[src/hdl/jtag_bsc_pkg.sv]
// constants, types and tap states for the boundary-scan output control
// assumes one system clock; the test clock is sampled as a plain input
//
// Summary of operation
// - the 3-bit instruction decodes 000 extest, 001 idcode, 010 tristating sample, 100 sample/preload, 111 bypass.
// - under the tristating sample both echo clocks and all read-data pads float and pads are captured.
// - under extest echo clock pads follow the update register and read-data pads do so only while the enable cell is 1.
// - the read-data enable cell is boundary-scan position 48.
// - the enable cell changes only in update-dr while extest or sample is loaded.
// - under idcode, sample or bypass the internal sram outputs drive the pads.
// - under extest and the tristating sample the echo and data capture cells take the pad level.
// - under sample echo cells take the internal output, data cells the internal output on a read and the pad when idle.
// - echo and data capture contents are undefined under idcode or bypass.
// - idcode is the active instruction after power-up and in test-logic-reset.
// - under sample capture-dr loads input and data pins and shift-dr shifts the boundary register.
// - under bypass a single stage sits between serial in and out in shift-dr.

package jtag_bsc_pkg;

    // ------------------------------------------------------------
    // instruction codes
    // ------------------------------------------------------------
    localparam int IR_W = 3;
    typedef logic [IR_W-1:0] instr_t;
    localparam instr_t INSTR_EXTEST   = 3'h0;
    localparam instr_t INSTR_IDCODE   = 3'h1;
    localparam instr_t INSTR_SAMPLE_Z = 3'h2;
    localparam instr_t INSTR_SAMPLE   = 3'h4;
    localparam instr_t INSTR_BYPASS   = 3'h7;
    localparam instr_t IR_CAPTURE     = 3'h1;

    // ------------------------------------------------------------
    // boundary-scan layout
    // ------------------------------------------------------------
    localparam int DATA_W      = 18;
    localparam int IN_W        = 28;
    localparam int BSR_W       = 49;
    localparam int CELL_ECHO_T = 0;
    localparam int CELL_ECHO_C = 1;
    localparam int CELL_Q_LSB  = 2;
    localparam int CELL_OE     = 48;

    // ------------------------------------------------------------
    // identification (value is arbitrary)
    // ------------------------------------------------------------
    localparam int ID_W = 32;
    localparam logic [ID_W-1:0] IDCODE_VALUE = 32'h0000_0001;

    // ------------------------------------------------------------
    // pad bundle and tap states
    // ------------------------------------------------------------
    typedef struct packed {
        logic              echo_clock_true;
        logic              echo_clock_comp;
        logic [DATA_W-1:0] q;
    } pad_bus_s;

    typedef enum logic [3:0] {
        TLR, RTI, SEL_DR, CAP_DR, SH_DR, EX1_DR, PA_DR, EX2_DR, UP_DR,
        SEL_IR, CAP_IR, SH_IR, EX1_IR, PA_IR, EX2_IR, UP_IR
    } tap_state_e;

endpackage : jtag_bsc_pkg

[src/hdl/jtag_boundary_output_control.sv]
// tap controller, instruction decode and boundary-scan pad control
// assumes tck, tms, tdi and pad levels are asynchronous to ref_clk
`timescale 1ns/1ps
`default_nettype none

module jtag_boundary_output_control
(
    // clock and reset
    input  wire logic                          ref_clk,
    input  wire logic                          rst_b,
    // test port
    input  wire logic                          tck,
    input  wire logic                          tms,
    input  wire logic                          tdi,
    output var  logic                          tdo,
    output var  logic                          tdo_oe_b,
    // sram core side
    input  wire jtag_bsc_pkg::pad_bus_s        sram_out,
    input  wire logic                          sram_read,
    // pad levels and input pins
    input  wire jtag_bsc_pkg::pad_bus_s        pad_in,
    input  wire logic [jtag_bsc_pkg::IN_W-1:0] in_pins,
    // pad drive
    output var  jtag_bsc_pkg::pad_bus_s        pad_drv,
    output var  jtag_bsc_pkg::pad_bus_s        pad_oe_b
);

    // ------------------------------------------------------------
    // decode helper
    // ------------------------------------------------------------
    function automatic logic uses_bsr(input jtag_bsc_pkg::instr_t i);
        uses_bsr = (i == jtag_bsc_pkg::INSTR_EXTEST)
                || (i == jtag_bsc_pkg::INSTR_SAMPLE_Z)
                || (i == jtag_bsc_pkg::INSTR_SAMPLE);
    endfunction : uses_bsr

    // ------------------------------------------------------------
    // synchronisers
    // ------------------------------------------------------------
    localparam int SYN_W = 3 + $bits(jtag_bsc_pkg::pad_bus_s)
                             + jtag_bsc_pkg::IN_W;
    logic [SYN_W-1:0] syn_m;
    logic [SYN_W-1:0] syn_s;
    logic             tck_d;
    always_ff @(posedge ref_clk or negedge rst_b)
    begin
        if (!rst_b)
        begin
            syn_m <= '0;
            syn_s <= '0;
            tck_d <= 1'b0;
        end
        else
        begin
            syn_m <= {tck, tms, tdi, pad_in, in_pins};
            syn_s <= syn_m;
            tck_d <= syn_s[SYN_W-1];
        end
    end

    wire logic                          tck_s = syn_s[SYN_W-1];
    wire logic                          tms_s = syn_s[SYN_W-2];
    wire logic                          tdi_s = syn_s[SYN_W-3];
    wire jtag_bsc_pkg::pad_bus_s        pad_s =
        syn_s[jtag_bsc_pkg::IN_W +: $bits(jtag_bsc_pkg::pad_bus_s)];
    wire logic [jtag_bsc_pkg::IN_W-1:0] in_s =
        syn_s[jtag_bsc_pkg::IN_W-1:0];
    wire logic                          tck_rise = tck_s & ~tck_d;
    wire logic                          tck_fall = ~tck_s & tck_d;

    // ------------------------------------------------------------
    // tap state machine
    // ------------------------------------------------------------
    jtag_bsc_pkg::tap_state_e state;
    jtag_bsc_pkg::tap_state_e next_state;
    always_comb
    begin
        case (state)
            jtag_bsc_pkg::TLR:    next_state = tms_s ? jtag_bsc_pkg::TLR
                                                     : jtag_bsc_pkg::RTI;
            jtag_bsc_pkg::RTI:    next_state = tms_s ? jtag_bsc_pkg::SEL_DR
                                                     : jtag_bsc_pkg::RTI;
            jtag_bsc_pkg::SEL_DR: next_state = tms_s ? jtag_bsc_pkg::SEL_IR
                                                     : jtag_bsc_pkg::CAP_DR;
            jtag_bsc_pkg::CAP_DR: next_state = tms_s ? jtag_bsc_pkg::EX1_DR
                                                     : jtag_bsc_pkg::SH_DR;
            jtag_bsc_pkg::SH_DR:  next_state = tms_s ? jtag_bsc_pkg::EX1_DR
                                                     : jtag_bsc_pkg::SH_DR;
            jtag_bsc_pkg::EX1_DR: next_state = tms_s ? jtag_bsc_pkg::UP_DR
                                                     : jtag_bsc_pkg::PA_DR;
            jtag_bsc_pkg::PA_DR:  next_state = tms_s ? jtag_bsc_pkg::EX2_DR
                                                     : jtag_bsc_pkg::PA_DR;
            jtag_bsc_pkg::EX2_DR: next_state = tms_s ? jtag_bsc_pkg::UP_DR
                                                     : jtag_bsc_pkg::SH_DR;
            jtag_bsc_pkg::UP_DR:  next_state = tms_s ? jtag_bsc_pkg::SEL_DR
                                                     : jtag_bsc_pkg::RTI;
            jtag_bsc_pkg::SEL_IR: next_state = tms_s ? jtag_bsc_pkg::TLR
                                                     : jtag_bsc_pkg::CAP_IR;
            jtag_bsc_pkg::CAP_IR: next_state = tms_s ? jtag_bsc_pkg::EX1_IR
                                                     : jtag_bsc_pkg::SH_IR;
            jtag_bsc_pkg::SH_IR:  next_state = tms_s ? jtag_bsc_pkg::EX1_IR
                                                     : jtag_bsc_pkg::SH_IR;
            jtag_bsc_pkg::EX1_IR: next_state = tms_s ? jtag_bsc_pkg::UP_IR
                                                     : jtag_bsc_pkg::PA_IR;
            jtag_bsc_pkg::PA_IR:  next_state = tms_s ? jtag_bsc_pkg::EX2_IR
                                                     : jtag_bsc_pkg::PA_IR;
            jtag_bsc_pkg::EX2_IR: next_state = tms_s ? jtag_bsc_pkg::UP_IR
                                                     : jtag_bsc_pkg::SH_IR;
            default:              next_state = tms_s ? jtag_bsc_pkg::SEL_DR
                                                     : jtag_bsc_pkg::RTI;
        endcase
    end
    always_ff @(posedge ref_clk or negedge rst_b)
    begin
        if (!rst_b)
            state <= jtag_bsc_pkg::TLR;
        else if (tck_rise)
            state <= next_state;
    end

    // ------------------------------------------------------------
    // instruction register
    // ------------------------------------------------------------
    jtag_bsc_pkg::instr_t ir_sh;
    jtag_bsc_pkg::instr_t instr;
    always_ff @(posedge ref_clk or negedge rst_b)
    begin
        if (!rst_b)
        begin
            ir_sh <= jtag_bsc_pkg::IR_CAPTURE;
            instr <= jtag_bsc_pkg::INSTR_IDCODE;
        end
        else if (tck_rise)
        begin
            if (state == jtag_bsc_pkg::CAP_IR)
                ir_sh <= jtag_bsc_pkg::IR_CAPTURE;
            else if (state == jtag_bsc_pkg::SH_IR)
                ir_sh <= {tdi_s, ir_sh[jtag_bsc_pkg::IR_W-1:1]};
            if (state == jtag_bsc_pkg::TLR)
                instr <= jtag_bsc_pkg::INSTR_IDCODE;
            else if (state == jtag_bsc_pkg::UP_IR)
                instr <= ir_sh;
        end
    end

    // ------------------------------------------------------------
    // instruction decode
    // ------------------------------------------------------------
    wire logic is_extest = (instr == jtag_bsc_pkg::INSTR_EXTEST);
    wire logic is_tri    = (instr == jtag_bsc_pkg::INSTR_SAMPLE_Z);
    wire logic is_sample = (instr == jtag_bsc_pkg::INSTR_SAMPLE);
    wire logic is_idcode = (instr == jtag_bsc_pkg::INSTR_IDCODE);
    wire logic bsr_sel   = uses_bsr(instr);
    // reserved codes fall back to the bypass stage
    wire logic byp_sel   = !uses_bsr(instr) && !is_idcode;

    // ------------------------------------------------------------
    // data registers
    // ------------------------------------------------------------
    logic [jtag_bsc_pkg::BSR_W-1:0] bsr;
    logic [jtag_bsc_pkg::BSR_W-1:0] upd;
    logic [jtag_bsc_pkg::ID_W-1:0]  id_sh;
    logic                           byp;
    // sample takes echo clocks from the core, data from core on reads
    wire jtag_bsc_pkg::pad_bus_s cap_pads = is_sample
        ? {sram_out.echo_clock_true, sram_out.echo_clock_comp,
           sram_read ? sram_out.q : pad_s.q}
        : pad_s;
    wire logic [jtag_bsc_pkg::BSR_W-1:0] bsr_cap =
        {upd[jtag_bsc_pkg::CELL_OE], in_s, cap_pads.q,
         cap_pads.echo_clock_comp, cap_pads.echo_clock_true};
    wire logic upd_ok = is_extest || is_sample;
    always_ff @(posedge ref_clk or negedge rst_b)
    begin
        if (!rst_b)
        begin
            bsr   <= '0;
            upd   <= '0;
            id_sh <= '0;
            byp   <= 1'b0;
        end
        else if (tck_rise)
        begin
            if (state == jtag_bsc_pkg::CAP_DR)
            begin
                if (bsr_sel)
                    bsr <= bsr_cap;
                id_sh <= jtag_bsc_pkg::IDCODE_VALUE;
                byp   <= 1'b0;
            end
            else if (state == jtag_bsc_pkg::SH_DR)
            begin
                if (bsr_sel)
                    bsr <= {tdi_s, bsr[jtag_bsc_pkg::BSR_W-1:1]};
                if (is_idcode)
                    id_sh <= {tdi_s, id_sh[jtag_bsc_pkg::ID_W-1:1]};
                byp <= tdi_s;
            end
            else if (state == jtag_bsc_pkg::UP_DR && upd_ok)
                upd <= bsr;
        end
    end

    // ------------------------------------------------------------
    // serial output, changes on the falling test clock
    // ------------------------------------------------------------
    wire logic dr_out = bsr_sel ? bsr[0] : (byp_sel ? byp : id_sh[0]);
    always_ff @(posedge ref_clk or negedge rst_b)
    begin
        if (!rst_b)
        begin
            tdo      <= 1'b0;
            tdo_oe_b <= 1'b1;
        end
        else if (tck_fall)
        begin
            tdo_oe_b <= !(state == jtag_bsc_pkg::SH_DR
                       || state == jtag_bsc_pkg::SH_IR);
            tdo      <= (state == jtag_bsc_pkg::SH_IR) ? ir_sh[0] : dr_out;
        end
    end

    // ------------------------------------------------------------
    // pad drive selection
    // ------------------------------------------------------------
    wire jtag_bsc_pkg::pad_bus_s upd_pads =
        {upd[jtag_bsc_pkg::CELL_ECHO_T], upd[jtag_bsc_pkg::CELL_ECHO_C],
         upd[jtag_bsc_pkg::CELL_Q_LSB +: jtag_bsc_pkg::DATA_W]};
    wire jtag_bsc_pkg::pad_bus_s next_drv = is_extest ? upd_pads
                                                       : sram_out;
    wire logic [jtag_bsc_pkg::DATA_W-1:0] next_q_oe_b = is_tri
        ? {jtag_bsc_pkg::DATA_W{1'b1}}
        : is_extest ? {jtag_bsc_pkg::DATA_W{~upd[jtag_bsc_pkg::CELL_OE]}}
        : {jtag_bsc_pkg::DATA_W{~sram_read}};
    wire jtag_bsc_pkg::pad_bus_s next_oe_b = {is_tri, is_tri, next_q_oe_b};
    always_ff @(posedge ref_clk or negedge rst_b)
    begin
        if (!rst_b)
        begin
            pad_drv  <= '0;
            pad_oe_b <= '1;
        end
        else
        begin
            pad_drv  <= next_drv;
            pad_oe_b <= next_oe_b;
        end
    end
endmodule : jtag_boundary_output_control
`default_nettype wire

[config.mk]
export PLATFORM = sky130hd
export DESIGN_NAME = jtag_boundary_output_control
export DESIGN_NICKNAME = d
export VERILOG_FILES = /design/src/hdl/jtag_bsc_pkg.sv /design/src/hdl/jtag_boundary_output_control.sv
export SDC_FILE = /design/constraint.sdc
export NUM_CORES = 1
export LEC_CHECK = 0
export ABC_CLOCK_PERIOD_IN_PS = 2000
export BUFFER_PORTS_ARGS = -buffer_cell sky130_fd_sc_hd__buf_2
export CAP_MARGIN = 20
export CORE_MARGIN = 2
export CORE_UTILIZATION = 40
export DETAILED_ROUTE_END_ITERATION = 6
export MAX_ROUTING_LAYER = met4
export SLEW_MARGIN = 20
export SYNTH_ARGS = -nofsm -noshare
export SYNTH_HDL_FRONTEND = slang
export SYNTH_SLANG_ARGS = --single-unit
[constraint.sdc]
create_clock -name ref_clk -period 2 [get_ports ref_clk]
set_clock_uncertainty 0.05 [all_clocks]
set_input_delay 0.4 -clock ref_clk [delete_from_list [all_inputs] [get_ports ref_clk]]
set_output_delay 0.4 -clock ref_clk [all_outputs]
set_load 0.05 [all_outputs]
==> results.py, run 1 <==
metrics = {
    "placed_design": {
        "place_congestion": 0.756,
        "dp_hpwl_um": 10400,
        "portBuffers": 115,
        "dpl_cell_area_mm2": 0.00990,
    },
    "drt": {
        "vias_per_cell": 4.78,
        "wirelength_um": 17000,
        "num_vias": 5635,
        "drtAntennaViolNets": 0,
        "wl_per_cell_um": 14.4,
        "drc": 0,
        "dr.pass1.iters": 4,
        "first_iter_violations": 245,
    },
    "cts": {
        "numCtsBuffers": 25,
        "cts_tree": "built",
        "cts.htree.levels": 1,
        "ctsLongestPathBuffers": 3,
        "path_clk_slew_ns": 0.06,
        "post_cts_buffers": 0,
        "clk_latency_ns": 0.53,
        "clkSinkCount": 240,
        "cts-root-buf": "clkbuf_16",
    },
    "grt": {
        "antenna_found_initial": 0,
        "grt_start_max_net_pins": 63,
        "grt_util_all_layers": 0.151,
        "grt_pass1_vias": 5581,
        "grt_pass1_wl_um": 28500,
        "gr-total-overflow": 0,
    },
    "yosys": {
        "seq_area_frac_synth": 0.672,
        "synth_nets": 797,
        "ys_seq_elements": 240,
        "syn_area_mm2": 0.00894,
        "yosys_most_used_dff": "dfrtp_1",
        "synth_cell_types": 46,
        "synth_edf_count": 0,
        "synth_area_per_cell_um2": 12.4,
        "synthesis.instances": 723,
        "ys_async_sr_fraction": 1.00,
        "yosys_warnings": 0,
    },
    "cells_and_area": {
        "final_cell_mix": "dfrtp_1 (235), nand2_1 (121), buf_2 (114)",
        "num_antenna_cells": 0,
        "layout_commonest_cell": "dfrtp_1",
        "drive_gt1_frac": 0.276,
        "fin_area_mm2": 0.0113,
        "fin_nets": 955,
        "area_growth_pct": 26.2,
    },
    "floorplanning": {
        "io_pins": 116,
        "die_area_mm2": 0.0236,
        "die_w_um": 154,
        "dieHeight_um": 154,
        "core_mm2": 0.0219,
        "start_util": 0.409,
        "num_rows": 54,
    },
    "critical_path": {
        "crit_fanout": 18,
        "worstPathArrival_ns": 1.47,
        "worst_path_max_delay_cell": "dfstp_2",
        "worstSetupEndpoint": "pad_oe_b[9]",
        "crit_family": "flip-flops",
        "crit_start": "pad_oe_b[16]",
        "rr_endpoint": "upd[12]",
        "endpoint_kind": "output port",
        "path_depth": 1,
        "path_buf_inv": 1,
        "path_class": "flop to output port",
        "crit_path_cell_trace": "buf_2",
        "critPathRequiredTime_ns": 1.55,
        "reg2reg_slack_ns": 0.16,
        "start_kind": "flop",
        "r2r_start": "state[2]",
        "max_stage_delay_ns": 0.64,
        "r2r_cells": 5,
    },
    "timing": {
        "max_freq_ghz": 0.521,
        "slew_headroom": 0.616,
        "worstMarginPinSlew_ns": 0.569,
        "tns_ns": 0,
        "drv_slew": 0,
        "fin_crit_ns": 1.92,
        "rsz0062_at_grt": "false",
        "period_share": 0.959,
        "hold_viol_final": 0,
        "setup_viol": 0,
    },
    "pwr": {
        "power_density_mw_per_mm2": 1390,
        "p_leak_nw": 5.05,
        "vdd_drop_max_mv": 0.720,
    },
    "min_path": {
        "hold_class": "input port to flop",
    },
    "run_status": {
        "status": "finished clean",
    },
    "job": {
        "max_cap_viol_count": 0,
    },
}
## metal layers
metal,up-vias,share of wire,track usage
met1,2711,0.49,0.215
met4,0,0.020,0.0371
li1,2760,-,-
met2,140,0.44,0.230
met3,24,0.047,0.0248
met5,-,0,-
## synth_stat cells (2+ instances only)
cell | n | area, um2
dfrtp_1 | 235 | 5880
nand2_1 | 121 | 454
o21ai_0 | 48 | 240
mux2_2 | 43 | 484
mux2i_1 | 29 | 290
nor2_1 | 28 | 105
clkbuf_1 | 27 | 101
o31ai_1 | 24 | 180
buf_4 | 23 | 173
o21ai_1 | 22 | 110
a211oi_1 | 19 | 143
and2_1 | 19 | 119
buf_2 | 14 | 70.1
a21oi_1 | 11 | 55.1
nor2b_1 | 7 | 43.8
dfstp_2 | 5 | 131
a31oi_1 | 3 | 18.8
and3_1 | 3 | 18.8
inv_1 | 3 | 11.3
nand2b_1 | 3 | 18.8
nor3_1 | 3 | 15.0
o22ai_1 | 3 | 18.8
a31o_2 | 2 | 17.5
nand3_1 | 2 | 10.0
nor3b_1 | 2 | 15.0
nor3b_2 | 2 | 25.0
o211ai_1 | 2 | 15.0
or2_2 | 2 | 12.5
## timing repair
item / in CTS / in global routing
resized for setup: 0 / 2
setup endpoints to repair: 0 / 18
hold buffers: 52 / 0
hold endpoints to repair: 85 / 0
## kinds of logic after synthesis
group,synth area share
AOI/OAI and AO/OA,0.0960
xor gates and xnor gates,0.000979
DFF,0.672
buffers and inverters,0.0397
muxes,0.0866
and+or+nand+nor,0.105
## area by class of cell
class / count / area [um2]
Clock inverter: 12 / 136
Sequential cell: 240 / 6010
Inverter: 3 / 11.3
Multi-Input combinational cell: 416 / 2630
Fill cell: 1902 / 10600
Tap cell: 280 / 350
Timing Repair Buffer: 195 / 1430
Clock buffer: 34 / 719
## power by group
group | leakage, nW | switching [W] | internal (W)
logic | 1.64 | 0.00273 | 0.00168
clock network | 0.429 | 0.00191 | 0.00280
registers | 2.98 | 0.000614 | 0.00591
total | 5.05 | 0.00525 | 0.0104
## worst min path at each step
stage                 start           to  slack (ns)  depth (start not counted)
6_report       sram_out[12]  pad_drv[12]        0.08                          2
5_1_grt         sram_out[9]   pad_drv[9]        0.07                          2
4_1_cts        sram_out[12]  pad_drv[12]        0.06                          2
3_5_place_dp          rst_b    syn_m[31]        0.27                          1
3_3_place_gp          rst_b    syn_m[31]        0.27                          1
2_1_floorplan         rst_b       bsr[0]        0.05                          0
## sequential cells by signal, summed over array words and instances, names as in the netlist
register / count
tck_d: 1
ir_sh: 3
state: 4
syn_s: 51
tdo_oe_b: 1
syn_m: 51
id_sh: 32
instr: 3
bsr: 49
upd: 21
tdo: 1
byp: 1
pad_oe_b: 2
pad_drv: 20
## through the flow
step           total power [W]  setup WS (ns)  hold slack, ns  utilization  cells
6_report                0.0156         0.0820          0.0769        0.516   1180
5_1_grt                 0.0165        0.00667          0.0682        0.516   1180
4_1_cts                 0.0158         0.0444          0.0575        0.515   1180
3_5_place_dp            0.0110         0.0986           0.269        0.452   1082
3_3_place_gp            0.0109          0.175           0.274        0.452   1082
2_1_floorplan          0.00982          0.375          0.0544            -    723
No activity file was read; power rests on OpenSTA's default activity.
==> inputs of run 2 (changes only) <==
- BUFFER_PORTS_ARGS: -buffer_cell sky130_fd_sc_hd__buf_2 -> -buffer_cell sky130_fd_sc_hd__buf_4
- CORE_UTILIZATION: 40 -> 45
==> results.py, run 2 (synthesis gave the netlist of run 1 again) <==
metrics = {
    "critical_path": {
        "critPathRequiredTime_ns": 1.55,
        "worst_path_max_delay_cell": "dfstp_2",
        "crit_path_cell_trace": "buf_4",
        "path_class": "flop to output port",
        "crit_fanout": 18,
        "start_kind": "flop",
        "endpoint_kind": "output port",
        "crit_family": "flip-flops",
        "max_stage_delay_ns": 0.70,
        "path_buf_inv": 1,
        "worstPathArrival_ns": 1.46,
    },
    "placed_design": {
        "dp_hpwl_um": 10700,
        "place_congestion": 0.743,
        "portBuffers": 115,
        "dp.cells": 1065,
    },
    "cts": {
        "clkSinkCount": 240,
        "cts.htree.levels": 1,
        "path_clk_slew_ns": 0.06,
        "post_cts_buffers": 0,
        "numCtsBuffers": 25,
        "clk_latency_ns": 0.51,
        "cts_tree": "built",
        "ctsLongestPathBuffers": 3,
        "cts-root-buf": "clkbuf_16",
    },
    "drt": {
        "wl_per_cell_um": 14.7,
        "dr.pass1.iters": 4,
        "num_vias": 5740,
        "drc": 0,
        "wirelength_um": 17100,
        "first_iter_violations": 302,
        "vias_per_cell": 4.96,
        "drtAntennaViolNets": 0,
    },
    "grt": {
        "gr-total-overflow": 0,
        "grt_pass1_vias": 5802,
        "grt_pass1_wl_um": 29000,
        "grt_start_max_net_pins": 63,
        "antenna_found_initial": 0,
        "grt_util_all_layers": 0.170,
    },
    "job": {
        "max_cap_viol_count": 0,
    },
    "cells_and_area": {
        "layout_commonest_cell": "dfrtp_1",
        "final_cell_mix": "dfrtp_1 (235), buf_4 (134), nand2_1 (121)",
        "num_antenna_cells": 0,
        "area_growth_pct": 28.2,
        "reg_top3": "syn_m: 51 flops, syn_s: 51 flops, bsr: 49 flops",
        "drive_gt1_frac": 0.269,
        "finish.utilization": 0.589,
        "fin_nets": 953,
        "stdcell_count": 1158,
    },
    "run_status": {
        "status": "finished clean",
    },
    "min_path": {
        "hold_class": "input port to flop",
    },
    "floorplanning": {
        "die_area_mm2": 0.0210,
        "io_pins": 116,
        "dieHeight_um": 145,
        "die_w_um": 145,
        "start_util": 0.460,
        "core_mm2": 0.0195,
        "num_rows": 51,
    },
    "pwr": {
        "power_density_mw_per_mm2": 1380,
        "p_leak_nw": 5.10,
        "vdd_drop_max_mv": 0.784,
    },
    "timing": {
        "tns_ns": 0,
        "max_freq_ghz": 0.523,
        "drv_slew": 0,
        "period_share": 0.957,
        "rsz0062_at_grt": "false",
        "slew_headroom": 0.601,
        "setup_viol": 0,
        "hold_viol_final": 0,
        "fin_crit_ns": 1.91,
        "worstMarginPinSlew_ns": 0.599,
    },
}
-- run 2: cell count changes in the layout (fill, tap and decap cells not counted), sizes merged --
cell,before,now
clkbuf,34,30
clkinv,9,6
buf,143,141
bufinv,2,4
clkinvlp,0,1
inv,4,3
-- run 2: final timing paths --
kind | slack [ns] | cells past startpoint | endpoint | start
max reg2reg | 0.14 | 4 | bsr[33] | state[2]
min reg2reg | 0.30 | 0 | syn_s[20] | syn_m[20]
max | 0.09 | 1 | pad_oe_b[12] | pad_oe_b[16]
min in group asynchronous | 0.33 | 2 | pad_drv[3] | rst_b
min | 0.09 | 2 | pad_drv[1] | sram_out[1]
max in group asynchronous | 0.85 | 3 | tdo_oe_b | rst_b
-- run 2: per-layer routing --
metal	global-route usage	share of wire	vias up
li1	-	-	2763
met2	0.266	0.48	145
met5	-	0	-
met1	0.231	0.45	2791
met3	0.0299	0.047	41
met4	0.0495	0.026	0
-- run 2: stage by stage --
step | power (W) | hold slack (ns) | setup slack (ns) | cell area (um2)
2_1_floorplan | 0.00982 | 0.0544 | 0.375 | 8940
4_1_cts | 0.0160 | 0.0609 | 0.0557 | 11500
3_3_place_gp | 0.0110 | 0.266 | 0.175 | 10100
3_5_place_dp | 0.0112 | 0.271 | 0.0982 | 10100
5_1_grt | 0.0166 | 0.0743 | 0.00313 | 11500
6_report | 0.0158 | 0.0870 | 0.0864 | 11500
-- run 2: what timing repair did --
action / in CTS / in global routing
hold buffers: 52 / 0
gates resized for setup: 0 / 1
setup endpoints to repair: 0 / 18
endpoints found under the hold margin: 88 / 0
-- run 2: where the power goes --
group | internal, W | switching [W] | leakage, nW
combinational | 0.00185 | 0.00275 | 1.72
clock | 0.00286 | 0.00179 | 0.406
sequential | 0.00591 | 0.000622 | 2.98
total | 0.0106 | 0.00517 | 5.10
-- run 2: layout make-up --
| cell class | count | area, um2 |
|---|---|---|
| clock inverter | 11 | 158 |
| tap | 265 | 332 |
| multi-input combinational | 416 | 2630 |
| inverter | 3 | 11.3 |
| fill | 1538 | 8000 |
| timing repair buffer | 193 | 1660 |
| sequential | 240 | 6010 |
| clock buffer | 30 | 664 |
